<file path="src/hw/dbw_pkg.sv">
/*
  Constants, field layouts and carrier types for the debug breakpoint and
  watchpoint unit. Assumes a register port that addresses 32-bit words at
  four times their register index.
*/
package dbw_pkg;
  // register indices; byte address is four times the index
  localparam logic [7:0] IDX_SAVED_PC     = 8'h11;
  localparam logic [7:0] IDX_SAVED_SP     = 8'h12;
  localparam logic [7:0] IDX_RD_THREAD    = 8'h13;
  localparam logic [7:0] IDX_RD_REG       = 8'h14;
  localparam logic [7:0] IDX_CAUSE        = 8'h15;
  localparam logic [7:0] IDX_EVENT_DATA   = 8'h16;
  localparam logic [7:0] IDX_STOP_VEC     = 8'h18;
  localparam logic [7:0] IDX_SCRATCH      = 8'h20;
  localparam logic [7:0] IDX_IB_ADDR      = 8'h30;
  localparam logic [7:0] IDX_IB_CTL       = 8'h40;
  localparam logic [7:0] IDX_DW_ADDR_A    = 8'h50;
  localparam logic [7:0] IDX_DW_ADDR_B    = 8'h60;
  localparam logic [7:0] IDX_DW_CTL       = 8'h70;
  localparam logic [7:0] IDX_RW_MASK      = 8'h80;
  localparam logic [7:0] IDX_RW_VALUE     = 8'h90;
  localparam logic [7:0] IDX_RW_CTL       = 8'h9C;
  // field positions
  localparam int CTL_EN_BIT     = 0;
  localparam int CTL_MODE_BIT   = 1;
  localparam int CTL_LOAD_BIT   = 2;
  localparam int CTL_MASK_LSB   = 16;
  localparam int CAUSE_UNIT_LSB = 16;
  localparam int CAUSE_THR_LSB  = 8;
  localparam int RD_REG_W       = 5;
  // debug cause codes
  typedef enum logic [2:0] {
    DBW_CAUSE_NONE  = 3'h0,
    DBW_CAUSE_HOST  = 3'h1,
    DBW_CAUSE_DEBUG_CALL_INSTRUCTION = 3'h2,
    DBW_CAUSE_IBRK  = 3'h3,
    DBW_CAUSE_DWTCH = 3'h4,
    DBW_CAUSE_RWTCH = 3'h5
  } dbw_cause_t;
  // reset values
  localparam logic [31:0] RST_WORD = 32'h0000_0000;
  localparam logic [7:0]  RST_BYTE = 8'h00;
  // one observed core event: instruction fetch, memory access or resource use
  typedef struct packed {
    logic        valid;
    logic        is_load;
    logic [2:0]  thread;
    logic [31:0] value;
  } dbw_trace_t;
  // unit control fields
  typedef struct packed {
    logic [7:0] mask;
    logic       load;
    logic       mode;
    logic       en;
  } dbw_ctl_t;
endpackage

</file>
<file path="src/hw/dbw_unit.sv">
/*
  Debug breakpoint and watchpoint unit: context capture on debugger entry,
  cause recording, remote read operands, thread stop vector, scratch words,
  four instruction breakpoints, four data and four resource watchpoints.
  Assumes the core feeds one trace per cycle for fetch, memory and resource
  use, pulses debug exit on return, and that the register port is the only
  software path (the tile scratch view shares the same storage).
*/
// Summary of operation
// on debugger entry, capture the interrupted thread's PC into saved PC
// on debugger entry, capture the interrupted thread's stack pointer
// remote read thread operand: low eight bits, upper bits read zero
// remote read register operand: five bits, upper bits read zero
// cause: 1 host, 2 debug call, 3 ibreak, 4 data, 5 resource; resets 0
// unit number is lowest firing unit; zero for host and debug call
// record causing thread; zero when host initiated
// event data gets access address on data watch, resource id on resource
// set stop vector bits keep threads stopped outside debug mode
// on return from debug, stopped threads do not resume
// eight 32-bit read-write scratch words shared with tile space
// four instruction breakpoints, each with a 32-bit address
// ibreak control bit 1: clear breaks on equal, set on differ
// every control register has an eight-bit thread mask, reset zero
// control bit 0 enables the unit; resets disabled
// four data watchpoints, each with two 32-bit addresses
// data control bit 1: clear needs A and B, set needs A or B
// data control bit 2 set also triggers on loads
// four resource watchpoints with 32-bit mask and value
// resource control bit 1: clear breaks on A, set breaks on B
// enabled unit trigger outside debug mode raises debug interrupt and updates cause, unit and thread fields
`timescale 1ns/1ps
`default_nettype none
module dbw_unit
  import dbw_pkg::*;
#(
  parameter int NUNIT = 4,
  parameter int NSCR  = 8
)(
  input  wire logic        CORE_CLK,
  input  wire logic        RSTN,
  input  wire logic [9:0]  ADDR,
  input  wire logic [31:0] WDATA,
  input  wire logic        WE,
  input  wire logic        RE,
  output logic      [31:0] RDATA,
  input  wire logic        HOST_REQ,
  input  wire logic        DEBUG_CALL_INSTRUCTION_REQ,
  input  wire logic [2:0]  DEBUG_CALL_INSTRUCTION_THREAD,
  input  wire logic        DEBUG_EXIT,
  input  wire logic [31:0] CTX_PC,
  input  wire logic [31:0] CTX_SP,
  input  wire dbw_trace_t  PC_TRACE,
  input  wire dbw_trace_t  MEM_TRACE,
  input  wire dbw_trace_t  RES_TRACE,
  output logic             DEBUG_IRQ,
  output logic             DEBUG_MODE,
  output logic      [7:0]  THREAD_STOP,
  output logic      [7:0]  REMOTE_THREAD,
  output logic      [4:0]  REMOTE_REG
);

  logic [31:0]        saved_pc;
  logic [31:0]        saved_sp;
  logic [2:0]         cause;
  logic [1:0]         unit_num;
  logic [7:0]         cause_thread;
  logic [31:0]        event_data;
  logic [7:0]         stop_vec;
  logic [31:0]        scratch [NSCR];
  logic [31:0]        ib_addr [NUNIT];
  dbw_ctl_t           ib_ctl  [NUNIT];
  logic [31:0]        dw_a    [NUNIT];
  logic [31:0]        dw_b    [NUNIT];
  dbw_ctl_t           dw_ctl  [NUNIT];
  logic [31:0]        rw_mask [NUNIT];
  logic [31:0]        rw_val  [NUNIT];
  dbw_ctl_t           rw_ctl  [NUNIT];
  logic [NUNIT-1:0]   ib_hit;
  logic [NUNIT-1:0]   dw_hit;
  logic [NUNIT-1:0]   rw_hit;
  logic [7:0]         widx;
  logic               take;
  logic [2:0]         next_cause;
  logic [1:0]         next_unit;
  logic [7:0]         next_thread;
  logic [31:0]        next_data;
  logic               next_mode;
  logic [31:0]        next_rdata;

  assign widx = ADDR[9:2];

  // per-unit trigger conditions
  always_comb
  begin
    for (int i = 0; i < NUNIT; i++)
    begin
      // instruction breakpoint: equal or not-equal compare, thread masked
      ib_hit[i] = ib_ctl[i].en && PC_TRACE.valid && ib_ctl[i].mask[PC_TRACE.thread]
                  && ((PC_TRACE.value == ib_addr[i]) != ib_ctl[i].mode);
      // data watch: A is address at or above first, B at or below second
      dw_hit[i] = dw_ctl[i].en && MEM_TRACE.valid && dw_ctl[i].mask[MEM_TRACE.thread]
                  && (!MEM_TRACE.is_load || dw_ctl[i].load)
                  && (dw_ctl[i].mode ? ((MEM_TRACE.value >= dw_a[i]) || (MEM_TRACE.value <= dw_b[i]))
                                     : ((MEM_TRACE.value >= dw_a[i]) && (MEM_TRACE.value <= dw_b[i])));
      // resource watch: A is masked id equals value, B is masked id differs
      rw_hit[i] = rw_ctl[i].en && RES_TRACE.valid && rw_ctl[i].mask[RES_TRACE.thread]
                  && (((RES_TRACE.value & rw_mask[i]) == rw_val[i]) == !rw_ctl[i].mode);
    end
  end

  // entry decision and cause fields; host first, then call, ibreak, data, resource
  always_comb
  begin
    next_cause  = DBW_CAUSE_NONE;
    next_unit   = 2'h0;
    next_thread = RST_BYTE;
    next_data   = event_data;
    if (HOST_REQ)
    begin
      next_cause = DBW_CAUSE_HOST;
    end
    else if (DEBUG_CALL_INSTRUCTION_REQ)
    begin
      next_cause  = DBW_CAUSE_DEBUG_CALL_INSTRUCTION;
      next_thread = {5'h00, DEBUG_CALL_INSTRUCTION_THREAD};
    end
    else if (|ib_hit)
    begin
      next_cause  = DBW_CAUSE_IBRK;
      next_thread = {5'h00, PC_TRACE.thread};
      for (int i = NUNIT - 1; i >= 0; i--)
        if (ib_hit[i])
          next_unit = 2'(i);
    end
    else if (|dw_hit)
    begin
      next_cause  = DBW_CAUSE_DWTCH;
      next_thread = {5'h00, MEM_TRACE.thread};
      next_data   = MEM_TRACE.value;
      for (int i = NUNIT - 1; i >= 0; i--)
        if (dw_hit[i])
          next_unit = 2'(i);
    end
    else if (|rw_hit)
    begin
      next_cause  = DBW_CAUSE_RWTCH;
      next_thread = {5'h00, RES_TRACE.thread};
      next_data   = RES_TRACE.value;
      for (int i = NUNIT - 1; i >= 0; i--)
        if (rw_hit[i])
          next_unit = 2'(i);
    end
  end

  assign take      = !DEBUG_MODE && (next_cause != DBW_CAUSE_NONE);
  assign next_mode = take || (DEBUG_MODE && !DEBUG_EXIT);

  // debug mode, interrupt pulse and thread stop outputs
  always_ff @(posedge CORE_CLK)
  begin
    if (!RSTN)
    begin
      DEBUG_MODE  <= 1'b0;
      DEBUG_IRQ   <= 1'b0;
      THREAD_STOP <= RST_BYTE;
    end
    else
    begin
      DEBUG_MODE  <= next_mode;
      DEBUG_IRQ   <= take;
      // all threads held in debug mode; outside it the stop vector holds them
      THREAD_STOP <= next_mode ? 8'hFF : stop_vec;
    end
  end

  // saved context; entry capture wins over a software write
  always_ff @(posedge CORE_CLK)
  begin
    if (!RSTN)
    begin
      saved_pc <= RST_WORD;
      saved_sp <= RST_WORD;
    end
    else if (take)
    begin
      saved_pc <= CTX_PC;
      saved_sp <= CTX_SP;
    end
    else if (WE)
    begin
      if (widx == IDX_SAVED_PC)
        saved_pc <= WDATA;
      if (widx == IDX_SAVED_SP)
        saved_sp <= WDATA;
    end
  end

  // cause record; entry wins over a software write
  always_ff @(posedge CORE_CLK)
  begin
    if (!RSTN)
    begin
      cause        <= DBW_CAUSE_NONE;
      unit_num     <= 2'h0;
      cause_thread <= RST_BYTE;
      event_data   <= RST_WORD;
    end
    else if (take)
    begin
      cause        <= next_cause;
      unit_num     <= next_unit;
      cause_thread <= next_thread;
      event_data   <= next_data;
    end
    else if (WE)
    begin
      if (widx == IDX_CAUSE)
      begin
        cause        <= WDATA[2:0];
        unit_num     <= WDATA[CAUSE_UNIT_LSB +: 2];
        cause_thread <= WDATA[CAUSE_THR_LSB +: 8];
      end
      if (widx == IDX_EVENT_DATA)
        event_data <= WDATA;
    end
  end

  // remote read operands and stop vector
  always_ff @(posedge CORE_CLK)
  begin
    if (!RSTN)
    begin
      REMOTE_THREAD <= RST_BYTE;
      REMOTE_REG    <= 5'h00;
      stop_vec      <= RST_BYTE;
    end
    else if (WE)
    begin
      if (widx == IDX_RD_THREAD)
        REMOTE_THREAD <= WDATA[7:0];
      if (widx == IDX_RD_REG)
        REMOTE_REG <= WDATA[RD_REG_W-1:0];
      if (widx == IDX_STOP_VEC)
        stop_vec <= WDATA[7:0];
    end
  end

  // scratch words
  always_ff @(posedge CORE_CLK)
  begin
    if (!RSTN)
    begin
      for (int i = 0; i < NSCR; i++)
        scratch[i] <= RST_WORD;
    end
    else if (WE)
    begin
      for (int i = 0; i < NSCR; i++)
        if (widx == IDX_SCRATCH + 8'(i))
          scratch[i] <= WDATA;
    end
  end

  // breakpoint and watchpoint address, mask and value words
  always_ff @(posedge CORE_CLK)
  begin
    if (!RSTN)
    begin
      for (int i = 0; i < NUNIT; i++)
      begin
        ib_addr[i] <= RST_WORD;
        dw_a[i]    <= RST_WORD;
        dw_b[i]    <= RST_WORD;
        rw_mask[i] <= RST_WORD;
        rw_val[i]  <= RST_WORD;
      end
    end
    else if (WE)
    begin
      for (int i = 0; i < NUNIT; i++)
      begin
        if (widx == IDX_IB_ADDR + 8'(i))
          ib_addr[i] <= WDATA;
        if (widx == IDX_DW_ADDR_A + 8'(i))
          dw_a[i] <= WDATA;
        if (widx == IDX_DW_ADDR_B + 8'(i))
          dw_b[i] <= WDATA;
        if (widx == IDX_RW_MASK + 8'(i))
          rw_mask[i] <= WDATA;
        if (widx == IDX_RW_VALUE + 8'(i))
          rw_val[i] <= WDATA;
      end
    end
  end

  // control registers: all disabled with zero thread masks after reset, so no thread is selected
  always_ff @(posedge CORE_CLK)
  begin
    if (!RSTN)
    begin
      for (int i = 0; i < NUNIT; i++)
      begin
        ib_ctl[i] <= '0;
        dw_ctl[i] <= '0;
        rw_ctl[i] <= '0;
      end
    end
    else if (WE)
    begin
      for (int i = 0; i < NUNIT; i++)
      begin
        if (widx == IDX_IB_CTL + 8'(i))
          ib_ctl[i] <= '{mask: WDATA[CTL_MASK_LSB +: 8], load: 1'b0,
                         mode: WDATA[CTL_MODE_BIT], en: WDATA[CTL_EN_BIT]};
        if (widx == IDX_DW_CTL + 8'(i))
          dw_ctl[i] <= '{mask: WDATA[CTL_MASK_LSB +: 8], load: WDATA[CTL_LOAD_BIT],
                         mode: WDATA[CTL_MODE_BIT], en: WDATA[CTL_EN_BIT]};
        if (widx == IDX_RW_CTL + 8'(i))
          rw_ctl[i] <= '{mask: WDATA[CTL_MASK_LSB +: 8], load: 1'b0,
                         mode: WDATA[CTL_MODE_BIT], en: WDATA[CTL_EN_BIT]};
      end
    end
  end

  // read mux; reserved bits and unmapped words read zero
  always_comb
  begin
    next_rdata = RST_WORD;
    case (widx)
      IDX_SAVED_PC:   next_rdata = saved_pc;
      IDX_SAVED_SP:   next_rdata = saved_sp;
      IDX_RD_THREAD:  next_rdata = {24'h000000, REMOTE_THREAD};
      IDX_RD_REG:     next_rdata = {27'h0000000, REMOTE_REG};
      IDX_CAUSE:      next_rdata = {14'h0000, unit_num, cause_thread, 5'h00, cause};
      IDX_EVENT_DATA: next_rdata = event_data;
      IDX_STOP_VEC:   next_rdata = {24'h000000, stop_vec};
      default:
      begin
        for (int i = 0; i < NSCR; i++)
          if (widx == IDX_SCRATCH + 8'(i))
            next_rdata = scratch[i];
        for (int i = 0; i < NUNIT; i++)
        begin
          if (widx == IDX_IB_ADDR + 8'(i))
            next_rdata = ib_addr[i];
          if (widx == IDX_IB_CTL + 8'(i))
            next_rdata = {8'h00, ib_ctl[i].mask, 14'h0000, ib_ctl[i].mode, ib_ctl[i].en};
          if (widx == IDX_DW_ADDR_A + 8'(i))
            next_rdata = dw_a[i];
          if (widx == IDX_DW_ADDR_B + 8'(i))
            next_rdata = dw_b[i];
          if (widx == IDX_DW_CTL + 8'(i))
            next_rdata = {8'h00, dw_ctl[i].mask, 13'h0000, dw_ctl[i].load, dw_ctl[i].mode, dw_ctl[i].en};
          if (widx == IDX_RW_MASK + 8'(i))
            next_rdata = rw_mask[i];
          if (widx == IDX_RW_VALUE + 8'(i))
            next_rdata = rw_val[i];
          if (widx == IDX_RW_CTL + 8'(i))
            next_rdata = {8'h00, rw_ctl[i].mask, 14'h0000, rw_ctl[i].mode, rw_ctl[i].en};
        end
      end
    endcase
  end

  // read data stands only in the cycle after the strobe
  always_ff @(posedge CORE_CLK)
  begin
    if (!RSTN)
      RDATA <= RST_WORD;
    else if (RE)
      RDATA <= next_rdata;
    else
      RDATA <= RST_WORD;
  end

endmodule
`default_nettype wire

</file>
<file path="config.mk">
export PLATFORM = sky130hd
export DESIGN_NAME = dbw_unit
export DESIGN_NICKNAME = d
export VERILOG_FILES = /design/src/hw/dbw_pkg.sv /design/src/hw/dbw_unit.sv
export SDC_FILE = /design/constraint.sdc
export NUM_CORES = 2
export LEC_CHECK = 0
export ABC_AREA = 1
export BUFFER_PORTS_ARGS = -buffer_cell sky130_fd_sc_hd__buf_2
export CAP_MARGIN = 20
export CORE_MARGIN = 3
export CORE_UTILIZATION = 50
export DETAILED_ROUTE_END_ITERATION = 10
export GPL_ROUTABILITY_DRIVEN = 0
export HOLD_SLACK_MARGIN = 0.1
export PLACE_DENSITY = 0.67
export SYNTH_ARGS = -nofsm -noshare
export SYNTH_HDL_FRONTEND = slang
export SYNTH_SLANG_ARGS = --single-unit
</file>
<file path="constraint.sdc">
create_clock -name CORE_CLK -period 8.8 [get_ports CORE_CLK]
set_clock_uncertainty 0.1 [all_clocks]
set_input_delay 0.88 -clock CORE_CLK [delete_from_list [all_inputs] [get_ports CORE_CLK]]
set_output_delay 0.88 -clock CORE_CLK [all_outputs]
set_load 0.1 [all_outputs]
</file>
==> results.py <==
metrics = {
    "critical_path": {
        "required_ns": 9.39,
        "startpoint_type": "input port",
        "path_max_fanout": 56,
        "slowest_stage": "nor2_4",
        "cpMostUsedCell": "nand2_1",
        "critPathCaptureType": "flop",
        "path_class": "in -> reg",
        "cp.arrival_ns": 7.07,
        "reg2reg_slack_ns": 2.65,
        "crit_path_cell_trace": "buf_2 > inv_1 > ha_1 > o21ai_0 > nand2_1 > a31oi_1 > o21ai_0 > a21o_1 > a21oi_1 > o21ai_0 > nand2_1 > a21oi_1 > o221ai_1 > nand2_1 > nor2_4 > nand3_2 > nand2_4 > inv_4 > nor2_4 > nand2_1 > nand3_1 > nand2_1 > inv_1",
        "max_stage_delay_ns": 0.85,
    },
    "grt": {
        "grt_max_degree": 92,
        "grt-ovfl-total": 0,
        "grt_pass1_wl_um": 345000,
        "top_usage_layer": "met2",
        "met2_usage_pct": 53.9,
        "first_global_vias": 51700,
        "track_usage_pct": 36.5,
        "grt_use_met1_pct": 48.4,
        "antenna_found_initial": 22,
        "met3_usage_pct": 9.58,
    },
    "route": {
        "ant_nets": 0,
        "viasPerCell": 6.08,
        "wl_per_cell_um": 26.8,
        "dr.pass1.iters": 9,
        "drc": 0,
        "drtIter0Drc": 8923,
        "dr_total_vias": 55500,
        "postRouteWirelength_um": 244000,
    },
    "cells_and_area": {
        "fin_cells": 9123,
        "finalNetCount": 7857,
        "syn2layout_area_growth_pct": 11.8,
        "drive_gt1_share_pct": 10.2,
    },
    "floorplanning": {
        "io_pins": 282,
        "die_area_mm2": 0.130,
        "die-height_um": 361,
        "die_w_um": 361,
        "core_mm2": 0.124,
        "initial_core_util_pct": 50.7,
        "row_count": 129,
    },
    "power_and_ir_drop": {
        "swShare_pct": 26.8,
        "internal-power_uw": 9890,
        "pwr-share-seq_pct": 48.8,
        "p_leak_uw": 0.0291,
        "vdd_ir_drop_max_uv": 208,
        "pwr-share-comb_pct": 11.2,
        "p_per_area_mw_per_mm2": 191,
        "clockPowerShare_pct": 40.0,
        "power.net_switching_uw": 3610,
    },
    "synth": {
        "ys_top_cells_by_area": "edfxtp_1 49%, nand2_1 10%, nor2_1 7.7%",
        "syn-num-nets": 7678,
        "yosys.cell_count.top_type": "nand2_1",
        "ys_seq_area_share_pct": 54.0,
        "synthDistinctLibCells": 58,
        "netlist.area_leader.share_pct": 48.6,
        "ys_ff_latch": 1192,
        "syn_inst": 7195,
        "ys_top_cells_by_count": "1,712 x nand2_1, 1,301 x nor2_1, 1,020 x edfxtp_1",
        "synth_edf_count": 1020,
        "synth_flop_cell": "edfxtp_1",
        "yosys.area.top_type": "edfxtp_1",
        "syn_area_mm2": 0.0631,
        "async_flop_share_pct": 0,
        "yosysWarnings": 0,
        "synth.avg_cell_area_um2": 8.76,
    },
    "sta": {
        "setup_slack_ns": 2.32,
        "hold_ws_ns": 0.295,
        "slew_headroom_pct": 15.7,
        "worstMarginPinSlew_ns": 1.26,
        "period_needed_ns": 6.48,
        "maxSlewViolCount": 0,
        "setup_viol": 0,
        "rsz0062_at_grt": "no",
        "setup_tns_ns": 0,
        "max_freq_mhz": 154,
        "post-route-period-util_pct": 73.6,
        "final-hold-violation-count": 0,
    },
    "clocking": {
        "cts_buffers": 132,
        "clkTransAtPathRegs_ns": 0.06,
        "ctsHoldBuffers": 0,
        "cts.path.max_buffers": 3,
        "tritoncts": "built",
        "cts_max_level": 4,
        "post_cts_resize_count": 0,
        "cts_sinks": 1192,
        "insertion_delay_ns": 0.78,
        "clockRootBuffer": "clkbuf_16",
        "post-cts-setup-buffers": 0,
    },
    "placed_design": {
        "place_ws_ns": 1.71,
        "hpwl_um": 177000,
        "numPortBuffers": 277,
        "dp.cells": 8870,
    },
    "min_path": {
        "hp-class": "in -> reg",
    },
    "status": {
        "status": "complete, no violations",
    },
    "flow_run": {
        "maxCapViolations": 0,
    },
}
-- metrics by stage --
step	utilization (%)	cell area [um2]	total power (uW)
after floorplan	-	63100	7510
after global placement	53.1	66100	8090
after detailed placement	53.2	66200	8140
after CTS	56.5	70300	13400
after global routing	56.7	70500	13900
final	56.7	70500	13500
-- sequential cells by signal (all words and copies together) (netlist names), 32 cells and up --
signal      flops
dw_b          128
rw_val        128
ib_ctl         40
dw_ctl         44
rw_mask       128
event_data     32
ib_addr       128
scratch       256
dw_a          128
rw_ctl         40
saved_sp       32
saved_pc       32
RDATA          32
-- worst max-delay path: cells and delay by family --
kind	cells	cell delay, ns
adders and majority gates	1	0.33
and+or+nand+nor	10	2.99
buffers and inverters	4	1.02
AOI/OAI and AO/OA	8	1.76
-- routing by layer --
metal  up-vias  wire length, um
met5         -              148
met3       777            33600
met4         8            17000
li1      24300                -
met1     26600            89000
met2      3893           104000
-- final timing paths --
path | start | to | cells past startpoint
worst max-delay path | MEM_TRACE[0] | saved_pc[5] | 23
worst min-delay path | CTX_SP[8] | saved_sp[8] | 3
worst max register to register | dw_b[2][15] | saved_pc[5] | 23
worst min register to register | cause_thread[6] | cause_thread[6] | 2
-- cell type report --
type	count	area (um2)
Antenna cell	13	32.5
Clock buffer	176	3650
Clock inverter	57	452
Fill cell	11000	53900
Inverter	708	2660
Multi-Input combinational cell	4921	24900
Sequential cell	1192	34100
Tap cell	1637	2050
Timing Repair Buffer	419	2670
-- power by group through the flow --
stage / Clock (uW) / Sequential (uW) / Combinational (uW)
finish: 5400 / 6580 / 1520
global route: 5630 / 6610 / 1620
CTS: 5390 / 6580 / 1460
detailed placement: 0 / 6690 / 1450
global placement: 0 / 6680 / 1410
floorplan: 0 / 6710 / 799
-- cells in the final DEF (no fill, tap or decap), types with 10 or more instances in the layout --
cell | synthesis | final
o221ai_1 | 10 | 10
a211oi_1 | 21 | 21
o2111ai_1 | 17 | 17
nand4_1 | 172 | 172
nand3b_1 | 15 | 15
buf_16 | 0 | 10
nor4_1 | 45 | 45
xor2_1 | 121 | 121
o21ai_0 | 271 | 269
nor2_2 | 21 | 41
clkinv_1 | 6 | 28
nor2_1 | 1301 | 1279
a21oi_1 | 299 | 299
a221oi_1 | 73 | 73
clkbuf_16 | 0 | 138
a22o_1 | 22 | 22
nor3_1 | 28 | 25
inv_1 | 697 | 697
diode_2 | 0 | 13
clkbuf_1 | 308 | 33
buf_4 | 3 | 128
edfxtp_1 | 1020 | 1020
or2_2 | 81 | 81
buf_2 | 23 | 278
ha_1 | 256 | 256
dfxtp_1 | 172 | 172
nand2_2 | 1 | 15
xnor2_1 | 94 | 94
o21ai_1 | 10 | 10
o22ai_1 | 18 | 18
nand2_1 | 1712 | 1698
nand3_1 | 256 | 256
o211ai_1 | 16 | 16
clkinv_2 | 0 | 17
-- cell families after synthesis --
kind of cell | share of synthesized area [%]
AO/OA/AOI/OAI | 7.44
XOR/XNOR | 2.99
adder cells (fa/ha/maj) | 5.10
buffers and inverters | 6.64
flip-flops | 54.0
AND/OR/NAND/NOR | 23.8
Note: power is estimated with default switching activity, not from simulation.
